$ cat src/inc/mbx_pkg.sv
// Constants for the move and bit-operation execute unit
//------------------------------------------------------------
// Overview of operation
// (RULE1) Indirect load reads data byte, two cycles
// (RULE2) Program byte to first register, three cycles
// (RULE3) I/O bit set, others kept, two cycles
// (RULE4) I/O bit clear, others kept, two cycles
// (RULE5) Left shift, zero in, Z C N V
// (RULE6) Right shift, zero into bit seven
// (RULE7) Arithmetic right shift keeps top bit
// (RULE8) Rotate left through carry, flags updated
// (RULE9) Rotate right through carry, one cycle
// (RULE10) Nibble swap, flags untouched, one cycle
// (RULE11) Register bit copied into transfer flag
// (RULE12) Transfer flag written into register bit
// (RULE13) Overflow flag set or cleared alone
// (RULE14) Half-carry flag set or cleared alone
// (RULE15) Signed-test flag set or cleared alone
// (RULE16) Generic flag op touches indexed bit only
//------------------------------------------------------------
package mbx_pkg;

  // Control registers, byte addresses
  localparam logic [11:0] ADDR_CMD   = 12'h000;
  localparam logic [11:0] ADDR_STAT  = 12'h004;
  localparam logic [11:0] ADDR_FLAGS = 12'h008;
  localparam logic [11:0] ADDR_PTR   = 12'h00c;
  // Windows selected by address bits 11:8
  localparam logic [3:0] RGN_CSR  = 4'h0;
  localparam logic [3:0] RGN_GPR  = 4'h1;
  localparam logic [3:0] RGN_IO   = 4'h2;
  localparam logic [3:0] RGN_DMEM = 4'h3;
  localparam logic [3:0] RGN_PMEM = 4'h4;
  // Memory address widths
  localparam int unsigned GPR_AW = 5;
  localparam int unsigned MEM_AW = 6;
  localparam logic [4:0]  GPR_FIRST = 5'h00;
  // Command word fields
  localparam int unsigned CMD_OP_LSB  = 0;
  localparam int unsigned CMD_RD_LSB  = 5;
  localparam int unsigned CMD_BIT_LSB = 10;
  localparam int unsigned CMD_IO_LSB  = 13;
  // Opcodes
  localparam logic [4:0] OP_NOP                  = 5'h00;
  localparam logic [4:0] OP_INDIRECT_LOAD        = 5'h01;
  localparam logic [4:0] OP_PROGRAM_MEMORY_READ  = 5'h02;
  localparam logic [4:0] OP_IO_BIT_SET           = 5'h03;
  localparam logic [4:0] OP_IO_BIT_CLEAR         = 5'h04;
  localparam logic [4:0] OP_SHIFT_LEFT_LOGICAL   = 5'h05;
  localparam logic [4:0] OP_SHIFT_RIGHT_LOGICAL  = 5'h06;
  localparam logic [4:0] OP_ARITH_SHIFT_RIGHT    = 5'h07;
  localparam logic [4:0] OP_ROTATE_LEFT_CARRY    = 5'h08;
  localparam logic [4:0] OP_ROTATE_RIGHT_CARRY   = 5'h09;
  localparam logic [4:0] OP_NIBBLE_SWAP          = 5'h0a;
  localparam logic [4:0] OP_BIT_TO_TRANSFER_FLAG = 5'h0b;
  localparam logic [4:0] OP_TRANSFER_FLAG_TO_BIT = 5'h0c;
  localparam logic [4:0] OP_FLAG_SET             = 5'h0d;
  localparam logic [4:0] OP_FLAG_CLEAR           = 5'h0e;
  localparam logic [4:0] OP_SET_OVERFLOW         = 5'h0f;
  localparam logic [4:0] OP_CLR_OVERFLOW         = 5'h10;
  localparam logic [4:0] OP_SET_HALF_CARRY       = 5'h11;
  localparam logic [4:0] OP_CLR_HALF_CARRY       = 5'h12;
  localparam logic [4:0] OP_SET_SIGNED           = 5'h13;
  localparam logic [4:0] OP_CLR_SIGNED           = 5'h14;
  // Status register flag positions
  localparam logic [2:0] FLG_C = 3'h0;
  localparam logic [2:0] FLG_Z = 3'h1;
  localparam logic [2:0] FLG_N = 3'h2;
  localparam logic [2:0] FLG_V = 3'h3;
  localparam logic [2:0] FLG_S = 3'h4;
  localparam logic [2:0] FLG_H = 3'h5;
  localparam logic [2:0] FLG_T = 3'h6;
  // Execute cycle counts
  localparam logic [1:0] CYC_LOAD  = 2'h2;
  localparam logic [1:0] CYC_PMEM  = 2'h3;
  localparam logic [1:0] CYC_IOBIT = 2'h2;
  localparam logic [1:0] CYC_ONE   = 2'h1;
  // Values after reset
  localparam logic [7:0] FLAGS_RST = 8'h00;
  localparam logic [7:0] PTR_RST   = 8'h00;
  // Bus responses
  localparam logic [1:0] RESP_OKAY   = 2'h0;
  localparam logic [1:0] RESP_SLVERR = 2'h2;

endpackage : mbx_pkg

$ cat src/core/mbx_mem.sv
// Byte-wide memory with registered read data
`timescale 1ns/1ps
`default_nettype none

module mbx_mem
  import mbx_pkg::*;
#(
  parameter int unsigned AW = 6
) (
  // Clock and reset
  input  wire logic          clk_in,
  input  wire logic          rst_in,
  // Write port
  input  wire logic          we_in,
  input  wire logic [AW-1:0] waddr_in,
  input  wire logic [7:0]    wdata_in,
  // Read port
  input  wire logic [AW-1:0] raddr_in,
  output logic      [7:0]    rdata_out
);

  logic [7:0] mem_q [0:(1<<AW)-1];

  // Array has no reset, so it maps onto plain RAM
  always_ff @(posedge clk_in) begin
    if (we_in) begin
      mem_q[waddr_in] <= wdata_in;
    end
  end

  // Read data one cycle after the address; old data on collision
  always_ff @(posedge clk_in or posedge rst_in) begin
    if (rst_in) begin
      rdata_out <= 8'h00;
    end else begin
      rdata_out <= mem_q[raddr_in];
    end
  end

endmodule : mbx_mem

`default_nettype wire

$ cat src/core/mbx_shift.sv
// Shift, rotate and nibble-swap datapath
`timescale 1ns/1ps
`default_nettype none

module mbx_shift
  import mbx_pkg::*;
(
  // Operation select
  input  wire logic [4:0] op_in,
  // Operand and carry
  input  wire logic [7:0] opnd_in,
  input  wire logic       carry_in,
  // Result and carry out
  output logic      [7:0] res_out,
  output logic            carry_out
);

  // Purely combinational; the caller decides when to write back
  always_comb begin
    res_out   = opnd_in;
    carry_out = carry_in;
    unique case (op_in)
      OP_SHIFT_LEFT_LOGICAL: begin
        res_out   = {opnd_in[6:0], 1'b0};           // [RULE5]
        carry_out = opnd_in[7];
      end
      OP_SHIFT_RIGHT_LOGICAL: begin
        res_out   = {1'b0, opnd_in[7:1]};           // [RULE6]
        carry_out = opnd_in[0];
      end
      OP_ARITH_SHIFT_RIGHT: begin
        res_out   = {opnd_in[7], opnd_in[7:1]};     // [RULE7]
        carry_out = opnd_in[0];
      end
      OP_ROTATE_LEFT_CARRY: begin
        res_out   = {opnd_in[6:0], carry_in};       // [RULE8]
        carry_out = opnd_in[7];
      end
      OP_ROTATE_RIGHT_CARRY: begin
        res_out   = {carry_in, opnd_in[7:1]};       // [RULE9]
        carry_out = opnd_in[0];
      end
      OP_NIBBLE_SWAP: begin
        res_out   = {opnd_in[3:0], opnd_in[7:4]};   // [RULE10]
      end
      default: begin
      end
    endcase
  end

endmodule : mbx_shift

`default_nettype wire

$ cat src/core/mbx_exec_top.sv
// Move and bit-operation execute unit with its AXI4-Lite slave
`timescale 1ns/1ps
`default_nettype none

module mbx_exec_top
  import mbx_pkg::*;
(
  // Clock and reset
  input  wire logic        CLK_IN,
  input  wire logic        SYS_RST_IN,
  // Write address channel
  input  wire logic [11:0] AXI_AWADDR_IN,
  input  wire logic        AXI_AWVALID_IN,
  output logic             AXI_AWREADY_OUT,
  // Write data channel
  input  wire logic [31:0] AXI_WDATA_IN,
  input  wire logic [3:0]  AXI_WSTRB_IN,
  input  wire logic        AXI_WVALID_IN,
  output logic             AXI_WREADY_OUT,
  // Write response channel
  output logic [1:0]       AXI_BRESP_OUT,
  output logic             AXI_BVALID_OUT,
  input  wire logic        AXI_BREADY_IN,
  // Read address channel
  input  wire logic [11:0] AXI_ARADDR_IN,
  input  wire logic        AXI_ARVALID_IN,
  output logic             AXI_ARREADY_OUT,
  // Read data channel
  output logic [31:0]      AXI_RDATA_OUT,
  output logic [1:0]       AXI_RRESP_OUT,
  output logic             AXI_RVALID_OUT,
  input  wire logic        AXI_RREADY_IN,
  // Execution status
  output logic             BUSY_OUT,
  output logic             DONE_OUT,
  output logic [7:0]       FLAGS_OUT
);

  //----------------------------------------------------------
  // Declarations
  //----------------------------------------------------------
  typedef enum logic [1:0] {ST_IDLE, ST_FETCH, ST_EXEC} mbx_state_e;
  // Bus holding registers
  logic [11:0] aw_addr_q;
  logic        aw_full_q, w_full_q, bvalid_q, rvalid_q, rpend_q;
  logic [31:0] w_data_q, rdata_q;
  logic [3:0]  w_strb_q, rrgn_q;
  logic [1:0]  bresp_q, rresp_q;
  // Execute state
  mbx_state_e  state_q;
  logic [1:0]  cnt_q, cyc;
  logic [4:0]  op_q, rd_q;
  logic [2:0]  bit_q;
  logic [5:0]  io_q;
  logic [7:0]  flags_q, ptr_q, res_q, flags_d;
  logic        done_q, exec_last;
  // Decode
  logic [3:0]  wr_rgn;
  logic [11:0] wr_word;
  logic        wr_map, wr_mem, wr_go, wr_refuse, wr_ok;
  logic        ar_go, ar_mem, idle, cmd_start;
  logic [31:0] csr_rd;
  // Memory ports
  logic        gpr_we, io_we, dm_we, pm_we;
  logic [4:0]  gpr_wa, gpr_ra;
  logic [5:0]  io_wa, io_ra, mem_ra;
  logic [7:0]  gpr_wd, gpr_rd, io_wd, io_rd, dm_rd, pm_rd;
  // Execute datapath
  logic [7:0]  sh_res, mask, wb_data;
  logic        sh_c, wb_gpr, wb_io;
  // Only the control block and the four windows answer
  function automatic logic in_map(input logic [11:0] a);
    unique case (a[11:8])
      RGN_CSR:  in_map = (a[7:4] == 4'h0);
      RGN_GPR:  in_map = ~a[7];
      RGN_IO, RGN_DMEM, RGN_PMEM: in_map = 1'b1;
      default:  in_map = 1'b0;
    endcase
  endfunction : in_map
  //----------------------------------------------------------
  // Bus decode
  //----------------------------------------------------------
  // The execute unit owns the memory ports while busy, so a
  // memory write waits for idle instead of racing the unit
  assign idle      = (state_q == ST_IDLE);
  assign wr_rgn    = aw_addr_q[11:8];
  assign wr_word   = {aw_addr_q[11:2], 2'b00};
  assign wr_map    = in_map(aw_addr_q);
  assign wr_mem    = wr_map && (wr_rgn != RGN_CSR);
  assign wr_go     = aw_full_q && w_full_q && !bvalid_q
                     && !(wr_mem && !idle);
  assign wr_refuse = !wr_map || (!idle && !wr_mem && wr_word != ADDR_STAT);
  assign wr_ok     = wr_go && !wr_refuse && w_strb_q[0];
  assign cmd_start = wr_ok && (wr_word == ADDR_CMD);
  assign ar_mem    = in_map(AXI_ARADDR_IN)
                     && (AXI_ARADDR_IN[11:8] != RGN_CSR);
  assign ar_go     = AXI_ARVALID_IN && AXI_ARREADY_OUT;
  // Handshake outputs
  assign AXI_AWREADY_OUT = !aw_full_q;
  assign AXI_WREADY_OUT  = !w_full_q;
  assign AXI_ARREADY_OUT = !rvalid_q && !rpend_q && !(ar_mem && !idle);
  assign AXI_BVALID_OUT  = bvalid_q;
  assign AXI_BRESP_OUT   = bresp_q;
  assign AXI_RVALID_OUT  = rvalid_q;
  assign AXI_RDATA_OUT   = rdata_q;
  assign AXI_RRESP_OUT   = rresp_q;
  assign BUSY_OUT        = !idle;
  assign DONE_OUT        = done_q;
  assign FLAGS_OUT       = flags_q;
  //----------------------------------------------------------
  // Write channels
  //----------------------------------------------------------
  // Address and data are held independently, either may lead
  always_ff @(posedge CLK_IN or posedge SYS_RST_IN) begin
    if (SYS_RST_IN) begin
      aw_full_q <= 1'b0;
      aw_addr_q <= 12'h000;
    end else if (AXI_AWVALID_IN && !aw_full_q) begin
      aw_full_q <= 1'b1;
      aw_addr_q <= AXI_AWADDR_IN;
    end else if (wr_go) begin
      aw_full_q <= 1'b0;
    end
  end
  always_ff @(posedge CLK_IN or posedge SYS_RST_IN) begin
    if (SYS_RST_IN) begin
      w_full_q <= 1'b0;
      w_data_q <= 32'h0000_0000;
      w_strb_q <= 4'h0;
    end else if (AXI_WVALID_IN && !w_full_q) begin
      w_full_q <= 1'b1;
      w_data_q <= AXI_WDATA_IN;
      w_strb_q <= AXI_WSTRB_IN;
    end else if (wr_go) begin
      w_full_q <= 1'b0;
    end
  end
  // Response once both halves are in; busy control writes other than ADDR_STAT fail
  always_ff @(posedge CLK_IN or posedge SYS_RST_IN) begin
    if (SYS_RST_IN) begin
      bvalid_q <= 1'b0;
      bresp_q  <= RESP_OKAY;
    end else if (wr_go) begin
      bvalid_q <= 1'b1;
      bresp_q  <= wr_refuse ? RESP_SLVERR : RESP_OKAY;
    end else if (AXI_BREADY_IN) begin
      bvalid_q <= 1'b0;
    end
  end
  //----------------------------------------------------------
  // Read channels
  //----------------------------------------------------------
  // Control reads answer from live state
  always_comb begin
    unique case ({AXI_ARADDR_IN[11:2], 2'b00})
      ADDR_CMD:   csr_rd = {13'h0000, io_q, bit_q, rd_q, op_q};
      ADDR_STAT:  csr_rd = {16'h0000, res_q, 7'h00, !idle};
      ADDR_FLAGS: csr_rd = {24'h00_0000, flags_q};
      ADDR_PTR:   csr_rd = {24'h00_0000, ptr_q};
      default:    csr_rd = 32'h0000_0000;
    endcase
  end
  // Window reads cost one more cycle for the registered RAM
  always_ff @(posedge CLK_IN or posedge SYS_RST_IN) begin
    if (SYS_RST_IN) begin
      rvalid_q <= 1'b0;
      rpend_q  <= 1'b0;
      rrgn_q   <= RGN_CSR;
      rdata_q  <= 32'h0000_0000;
      rresp_q  <= RESP_OKAY;
    end else if (ar_go && ar_mem) begin
      rpend_q <= 1'b1;
      rrgn_q  <= AXI_ARADDR_IN[11:8];
    end else if (ar_go) begin
      rvalid_q <= 1'b1;
      rdata_q  <= csr_rd;
      rresp_q  <= in_map(AXI_ARADDR_IN) ? RESP_OKAY : RESP_SLVERR;
    end else if (rpend_q) begin
      rpend_q  <= 1'b0;
      rvalid_q <= 1'b1;
      rresp_q  <= RESP_OKAY;
      unique case (rrgn_q)
        RGN_GPR:  rdata_q <= {24'h00_0000, gpr_rd};
        RGN_IO:   rdata_q <= {24'h00_0000, io_rd};
        RGN_DMEM: rdata_q <= {24'h00_0000, dm_rd};
        default:  rdata_q <= {24'h00_0000, pm_rd};
      endcase
    end else if (AXI_RREADY_IN) begin
      rvalid_q <= 1'b0;
    end
  end
  //----------------------------------------------------------
  // Control registers
  //----------------------------------------------------------
  // Command fields are latched only when a command starts
  always_ff @(posedge CLK_IN or posedge SYS_RST_IN) begin
    if (SYS_RST_IN) begin
      op_q  <= OP_NOP;
      rd_q  <= 5'h00;
      bit_q <= 3'h0;
      io_q  <= 6'h00;
    end else if (cmd_start) begin
      op_q  <= w_data_q[CMD_OP_LSB +: 5];
      rd_q  <= w_data_q[CMD_RD_LSB +: 5];
      bit_q <= w_data_q[CMD_BIT_LSB +: 3];
      io_q  <= w_data_q[CMD_IO_LSB +: 6];
    end
  end
  // Pointer steers indirect and program memory reads
  always_ff @(posedge CLK_IN or posedge SYS_RST_IN) begin
    if (SYS_RST_IN) begin
      ptr_q <= PTR_RST;
    end else if (wr_ok && wr_word == ADDR_PTR) begin
      ptr_q <= w_data_q[7:0];
    end
  end
  // Status register; software writes are refused while busy
  always_ff @(posedge CLK_IN or posedge SYS_RST_IN) begin
    if (SYS_RST_IN) begin
      flags_q <= FLAGS_RST;
    end else if (exec_last) begin
      flags_q <= flags_d;
    end else if (wr_ok && wr_word == ADDR_FLAGS) begin
      flags_q <= w_data_q[7:0];
    end
  end
  //----------------------------------------------------------
  // Execute sequencer
  //----------------------------------------------------------
  // Cycle count of each operation in the execute state
  always_comb begin
    unique case (op_q)
      OP_INDIRECT_LOAD:       cyc = CYC_LOAD;     // [RULE1]
      OP_PROGRAM_MEMORY_READ: cyc = CYC_PMEM;     // [RULE2]
      OP_IO_BIT_SET,
      OP_IO_BIT_CLEAR:        cyc = CYC_IOBIT;    // [RULE3] [RULE4]
      default:                cyc = CYC_ONE;
    endcase
  end
  // One fetch cycle lets the RAM present the operand
  always_ff @(posedge CLK_IN or posedge SYS_RST_IN) begin
    if (SYS_RST_IN) begin
      state_q <= ST_IDLE;
      cnt_q   <= 2'h0;
    end else begin
      unique case (state_q)
        ST_IDLE: if (cmd_start) state_q <= ST_FETCH;
        ST_FETCH: begin
          cnt_q   <= cyc - 2'h1;
          state_q <= ST_EXEC;
        end
        ST_EXEC: begin
          if (cnt_q == 2'h0) begin
            state_q <= ST_IDLE;
          end else begin
            cnt_q <= cnt_q - 2'h1;
          end
        end
      endcase
    end
  end
  assign exec_last = (state_q == ST_EXEC) && (cnt_q == 2'h0);
  // Completion pulse and last written byte
  always_ff @(posedge CLK_IN or posedge SYS_RST_IN) begin
    if (SYS_RST_IN) begin
      done_q <= 1'b0;
      res_q  <= 8'h00;
    end else begin
      done_q <= exec_last;
      if (exec_last && (wb_gpr || wb_io)) begin
        res_q <= wb_data;
      end
    end
  end

  //----------------------------------------------------------
  // Execute datapath
  //----------------------------------------------------------
  mbx_shift u_shift (.op_in(op_q), .opnd_in(gpr_rd),
    .carry_in(flags_q[FLG_C]), .res_out(sh_res), .carry_out(sh_c));
  // Write-back value and the new flags, taken on the last cycle
  always_comb begin
    mask    = 8'h01 << bit_q;
    wb_data = sh_res;
    wb_gpr  = 1'b0;
    wb_io   = 1'b0;
    flags_d = flags_q;
    unique case (op_q)
      OP_INDIRECT_LOAD: begin
        wb_gpr  = 1'b1;
        wb_data = dm_rd; // [RULE1]
      end
      OP_PROGRAM_MEMORY_READ: begin
        wb_gpr  = 1'b1;
        wb_data = pm_rd; // [RULE2]
      end
      OP_IO_BIT_SET: begin
        wb_io   = 1'b1;
        wb_data = io_rd | mask; // [RULE3]
      end
      OP_IO_BIT_CLEAR: begin
        wb_io   = 1'b1;
        wb_data = io_rd & ~mask; // [RULE4]
      end
      OP_SHIFT_LEFT_LOGICAL, OP_SHIFT_RIGHT_LOGICAL,
      OP_ARITH_SHIFT_RIGHT, OP_ROTATE_LEFT_CARRY,
      OP_ROTATE_RIGHT_CARRY: begin
        // Only Z, C, N and V move; S and H keep their value
        wb_gpr         = 1'b1;
        flags_d[FLG_C] = sh_c; // [RULE5] [RULE6] [RULE7]
        flags_d[FLG_Z] = (sh_res == 8'h00); // [RULE8]
        flags_d[FLG_N] = sh_res[7]; // [RULE9]
        flags_d[FLG_V] = sh_res[7] ^ sh_c;
      end
      OP_NIBBLE_SWAP:          wb_gpr = 1'b1; // [RULE10]
      OP_BIT_TO_TRANSFER_FLAG: flags_d[FLG_T] = gpr_rd[bit_q]; // [RULE11]
      OP_TRANSFER_FLAG_TO_BIT: begin
        wb_gpr  = 1'b1;
        wb_data = flags_q[FLG_T] ? (gpr_rd | mask)
                                 : (gpr_rd & ~mask); // [RULE12]
      end
      OP_FLAG_SET:       flags_d[bit_q] = 1'b1; // [RULE16]
      OP_FLAG_CLEAR:     flags_d[bit_q] = 1'b0; // [RULE16]
      OP_SET_OVERFLOW:   flags_d[FLG_V] = 1'b1; // [RULE13]
      OP_CLR_OVERFLOW:   flags_d[FLG_V] = 1'b0; // [RULE13]
      OP_SET_HALF_CARRY: flags_d[FLG_H] = 1'b1; // [RULE14]
      OP_CLR_HALF_CARRY: flags_d[FLG_H] = 1'b0; // [RULE14]
      OP_SET_SIGNED:     flags_d[FLG_S] = 1'b1; // [RULE15]
      OP_CLR_SIGNED:     flags_d[FLG_S] = 1'b0; // [RULE15]
      default: ;
    endcase
  end
  //----------------------------------------------------------
  // Memories
  //----------------------------------------------------------
  // Read addresses follow the bus when idle, the command or pointer when busy
  assign gpr_ra = idle ? AXI_ARADDR_IN[6:2] : rd_q;
  assign io_ra  = idle ? AXI_ARADDR_IN[7:2] : io_q;
  assign mem_ra = idle ? AXI_ARADDR_IN[7:2] : ptr_q[5:0];
  // Program memory read always lands in the first register
  assign gpr_we = (exec_last && wb_gpr) || (wr_ok && wr_rgn == RGN_GPR);
  assign gpr_wa = idle ? aw_addr_q[6:2]
                : (op_q == OP_PROGRAM_MEMORY_READ) ? GPR_FIRST
                : rd_q; // [RULE2]
  assign gpr_wd = idle ? w_data_q[7:0] : wb_data;
  assign io_we  = (exec_last && wb_io) || (wr_ok && wr_rgn == RGN_IO);
  assign io_wa  = idle ? aw_addr_q[7:2] : io_q;
  assign io_wd  = idle ? w_data_q[7:0] : wb_data;
  assign dm_we  = wr_ok && (wr_rgn == RGN_DMEM);
  assign pm_we  = wr_ok && (wr_rgn == RGN_PMEM);
  // Register file, I/O space, data memory, program memory
  mbx_mem #(.AW(GPR_AW)) u_gpr (.clk_in(CLK_IN), .rst_in(SYS_RST_IN),
    .we_in(gpr_we), .waddr_in(gpr_wa), .wdata_in(gpr_wd),
    .raddr_in(gpr_ra), .rdata_out(gpr_rd));
  mbx_mem #(.AW(MEM_AW)) u_io (.clk_in(CLK_IN), .rst_in(SYS_RST_IN),
    .we_in(io_we), .waddr_in(io_wa), .wdata_in(io_wd),
    .raddr_in(io_ra), .rdata_out(io_rd));
  mbx_mem #(.AW(MEM_AW)) u_dmem (.clk_in(CLK_IN), .rst_in(SYS_RST_IN),
    .we_in(dm_we), .waddr_in(aw_addr_q[7:2]), .wdata_in(w_data_q[7:0]),
    .raddr_in(mem_ra), .rdata_out(dm_rd));
  mbx_mem #(.AW(MEM_AW)) u_pmem (.clk_in(CLK_IN), .rst_in(SYS_RST_IN),
    .we_in(pm_we), .waddr_in(aw_addr_q[7:2]), .wdata_in(w_data_q[7:0]),
    .raddr_in(mem_ra), .rdata_out(pm_rd));
endmodule : mbx_exec_top

`default_nettype wire

$ cat config.mk
export PLATFORM = sky130hd
export DESIGN_NAME = mbx_exec_top
export DESIGN_NICKNAME = d
export VERILOG_FILES = /design/src/inc/mbx_pkg.sv /design/src/core/mbx_mem.sv /design/src/core/mbx_shift.sv /design/src/core/mbx_exec_top.sv
export SDC_FILE = /design/constraint.sdc
export NUM_CORES = 2
export LEC_CHECK = 0
export ABC_AREA = 1
export BUFFER_PORTS_ARGS = -buffer_cell sky130_fd_sc_hd__clkbuf_2
export CORE_MARGIN = 5
export CORE_UTILIZATION = 30
export DETAILED_ROUTE_END_ITERATION = 7
export SYNTH_ARGS = -nofsm -noshare
export SYNTH_HDL_FRONTEND = slang
export SYNTH_SLANG_ARGS = --single-unit
$ cat constraint.sdc
create_clock -name CLK_IN -period 7.05 [get_ports CLK_IN]
set_clock_uncertainty 0.15 [all_clocks]
set_input_delay 0 -clock CLK_IN [delete_from_list [all_inputs] [get_ports CLK_IN]]
set_output_delay 0 -clock CLK_IN [all_outputs]
set_load 0.05 [all_outputs]
==> impl_metrics.json <==
{
  "wirelength_um": 220000,
  "cts_max_level": 4,
  "initial_core_util": 0.301,
  "outcome": "finished, final reports clean",
  "routedWlPerCell_um": 21.7,
  "p_leak_nw": 29.0,
  "synth_cells": 6351,
  "dieArea_um2": 277000,
  "dpl.hpwl_um": 129000,
  "peakVddDrop_v": 0.000365,
  "grt_first_pass_wirelength_um": 326000,
  "synth_top_area_share": 0.673,
  "yosys_warnings": 0,
  "routedLengthMet1_um": 93100,
  "crit_required_ns": 7.34,
  "ys_ff_latch": 1932,
  "antenna_found_initial": 7,
  "powerDensity_nw_per_um2": 444,
  "met3_length_um": 16100,
  "synth.avg_cell_area_um2": 12.6,
  "finalHoldViolations": 0,
  "grt_pass1_vias": 50100,
  "critical_path_peak_fanout": 49,
  "viasPerCell": 5.15,
  "final_cell_area_um2": 91100,
  "finalNetCount": 6497,
  "power_mw": 40.5,
  "drc": 0,
  "drtAntennaViolNets": 0,
  "top_layer": "met4",
  "place_ws_ns": 2.23,
  "period_minus_slack_ns": 4.96,
  "rsz0062_at_grt": "no",
  "synth_area_leaders": "edfxtp_1 67%, o211ai_1 8.5%, dfrtp_1 4.4%, nor2_1 3.8%, o21ai_0 3.3%",
  "grt_usage": 0.152,
  "setup_ws_ns": 2.09,
  "clk_latency_ns": 0.84,
  "utilization": 0.343,
  "hp-class": "in -> reg",
  "cts.clk_slew.worst_paths_ns": 0.07,
  "synth_top_area_cell": "edfxtp_1",
  "drv_cap": 0,
  "cts_sinks": 1932,
  "gp_congestion": 0.906,
  "cts_tree": "yes",
  "synthToLayoutAreaGrowth_pct": 14.0,
  "core_area_um2": 265000,
  "path_cells": "inv_2 -> nor3_4 -> buf_4 -> nand2_1 -> nand3_1 -> nand2_1 -> nor3b_4 -> nand4_4 -> nor2_1",
  "cts_root_buf": "clkbuf_16",
  "cp_common_cell": "nand2_1",
  "netlist_area_um2": 79900,
  "drt_iter0_drc": 5451,
  "cts_resized": 0,
  "endpoint_kind": "register",
  "io_buffer_count": 82,
  "start_kind": "register",
  "cts_buffer_depth": 3,
  "fp.dieH_um": 526,
  "io-pin-count": 118,
  "crit_arrival_ns": 5.24,
  "critPathKind": "reg -> reg",
  "gr-total-overflow": 0,
  "cts_made_buffers": 179,
  "synth_seq_area_share": 0.717,
  "fin_setup_tns_ns": 0,
  "synth_cell_type_count": 42,
  "slowest_stage": "nor2_1",
  "postPlaceCellArea_um2": 84300,
  "drive_gt1_frac": 0.123,
  "firstDrtPassIters": 7,
  "slowest_delay_ns": 1.17,
  "rows": 189,
  "wl_met2_um": 103000,
  "slew_viol_final": 0,
  "setup_viol": 0,
  "grt_max_degree": 193,
  "die_x_um": 526,
  "fmax_mhz": 202,
  "slew_headroom": 0.0874,
  "worstMarginPinSlew_ns": 1.36,
  "period_share": 0.703,
  "via_count": 52100
}
## final timing paths
path	startpoint	cells after the start	slack, ns	end
worst min register to register	rrgn_q[3]$_DFFE_PP0P_	2	0.33	rrgn_q[3]$_DFFE_PP0P_
worst min-delay path	AXI_WVALID_IN	5	0.15	w_full_q$_DFFE_PP0P_
min in group asynchronous	SYS_RST_IN	4	0.28	w_data_q[9]$_DFFE_PP0P_
max in group asynchronous	SYS_RST_IN	5	4.98	w_data_q[5]$_DFFE_PP0P_
worst max-delay path	aw_addr_q[2]$_DFFE_PP0P_	9	2.09	u_dmem.mem_q[36][6]$_DFFE_PP_
worst max register to register	aw_addr_q[2]$_DFFE_PP0P_	9	2.09	u_dmem.mem_q[36][6]$_DFFE_PP_
## synthesized netlist by cell type (all sizes together)
library cell	n
nor2	814
edfxtp	1792
o21ai	539
nand4	13
a21oi	71
or2	313
ha	3
conb	1
clkinv	2
a311oi	1
o22ai	11
dfrtp	140
clkbuf	342
nor3	26
mux2	12
nand3	433
buf	84
o31ai	1
o211ai	910
a21boi	7
nand2	544
o2111ai	8
a22oi	1
nor3b	2
o21bai	2
inv	272
o221ai	3
nor4	2
a22o	1
o211a	1
## flip-flops by register name, summed over array words and instances (netlist names), 5 cells and up, named ones only
signal            cells
u_gpr.rdata_out       8
op_q                  5
u_pmem.rdata_out      8
rd_q                  5
u_pmem.mem_q        512
u_io.rdata_out        8
res_q                 8
AXI_RDATA_OUT        19
io_q                  6
u_gpr.mem_q         256
u_io.mem_q          512
FLAGS_OUT             7
aw_addr_q            10
u_dmem.rdata_out      8
u_dmem.mem_q        512
ptr_q                 8
w_data_q             19
## placed cells by master, fill, tap and decap left out, types with 4 or more instances in the layout
| cell | count |
|---|---|
| a21oi_1 | 70 |
| mux2_2 | 12 |
| nand3_2 | 7 |
| edfxtp_1 | 1792 |
| clkinv_1 | 48 |
| o2111ai_1 | 8 |
| inv_2 | 7 |
| nor3_4 | 7 |
| a21boi_0 | 7 |
| nor2_4 | 6 |
| clkbuf_1 | 51 |
| o22ai_1 | 11 |
| inv_1 | 259 |
| inv_6 | 9 |
| dfrtp_1 | 132 |
| dlygate4sd3_1 | 126 |
| buf_4 | 87 |
| clkbuf_2 | 82 |
| o211ai_1 | 910 |
| nand2_1 | 540 |
| clkbuf_8 | 5 |
| clkinv_2 | 27 |
| buf_12 | 12 |
| clkbuf_16 | 181 |
| o21ai_1 | 7 |
| o21ai_4 | 12 |
| o21ai_0 | 520 |
| dfrtp_4 | 8 |
| nor2_1 | 806 |
| conb_1 | 15 |
| nand4_1 | 11 |
| or2_2 | 313 |
| nand3_1 | 426 |
| bufinv_16 | 4 |
| nor3_1 | 17 |
| clkinv_8 | 5 |
## logic make-up after synthesis
| logic type | count (synthesis) | synth area share |
|---|---|---|
| compound gates | 1556 | 0.127 |
| flops | 1932 | 0.717 |
| buf+inv | 700 | 0.0343 |
| simple gates | 2147 | 0.119 |
| fa+ha+maj | 3 | 0.000470 |
| other cells | 1 | 0.0000469 |
| mux | 12 | 0.00169 |
## routing by layer
| layer | vias up | global-route usage |
|---|---|---|
| met3 | 375 | 0.0263 |
| met2 | 2007 | 0.245 |
| met1 | 26100 | 0.209 |
| met4 | 0 | 0.0509 |
| li1 | 23600 | - |
| met5 | - | 0 |
## cell type report
class | count | area (µm²)
Clock buffer | 237 | 4790
Sequential cell | 1932 | 57300
Multi-Input combinational cell | 3733 | 20200
Antenna cell | 3 | 7.51
Tap cell | 3533 | 4420
Fill cell | 25600 | 174000
Timing Repair Buffer | 307 | 2560
Clock inverter | 95 | 699
Inverter | 274 | 1060
## through the flow
stage | hold slack [ns] | cells
floorplan | -0.0536 | 6365
global placement | 0.0176 | 9653
detailed placement | 0.0315 | 9653
CTS | 0.0392 | 10100
global route | 0.116 | 10100
finish | 0.148 | 10100
## where the power goes
| group | switching [mW] | internal [mW] | total, mW |
|---|---|---|---|
| sequential | 0.779 | 14.8 | 15.6 |
| clock | 4.27 | 4.96 | 9.23 |
| combinational | 11.6 | 4.08 | 15.6 |
| total | 16.6 | 23.9 | 40.5 |
## worst max-delay path, delay by kind of cell, from the launching register on
kind | cells | cell delay [ns]
buffers and inverters | 2 | 0.54
AND/OR/NAND/NOR | 7 | 3.15
flip-flops | 1 | 0.64
## what timing repair did
action / 4_1_cts / 5_1_grt
endpoints found under the hold margin: 231 / 0
hold buffers: 126 / 0
buffers inserted: 0 / 0
Power figures use the tool's default switching activity.
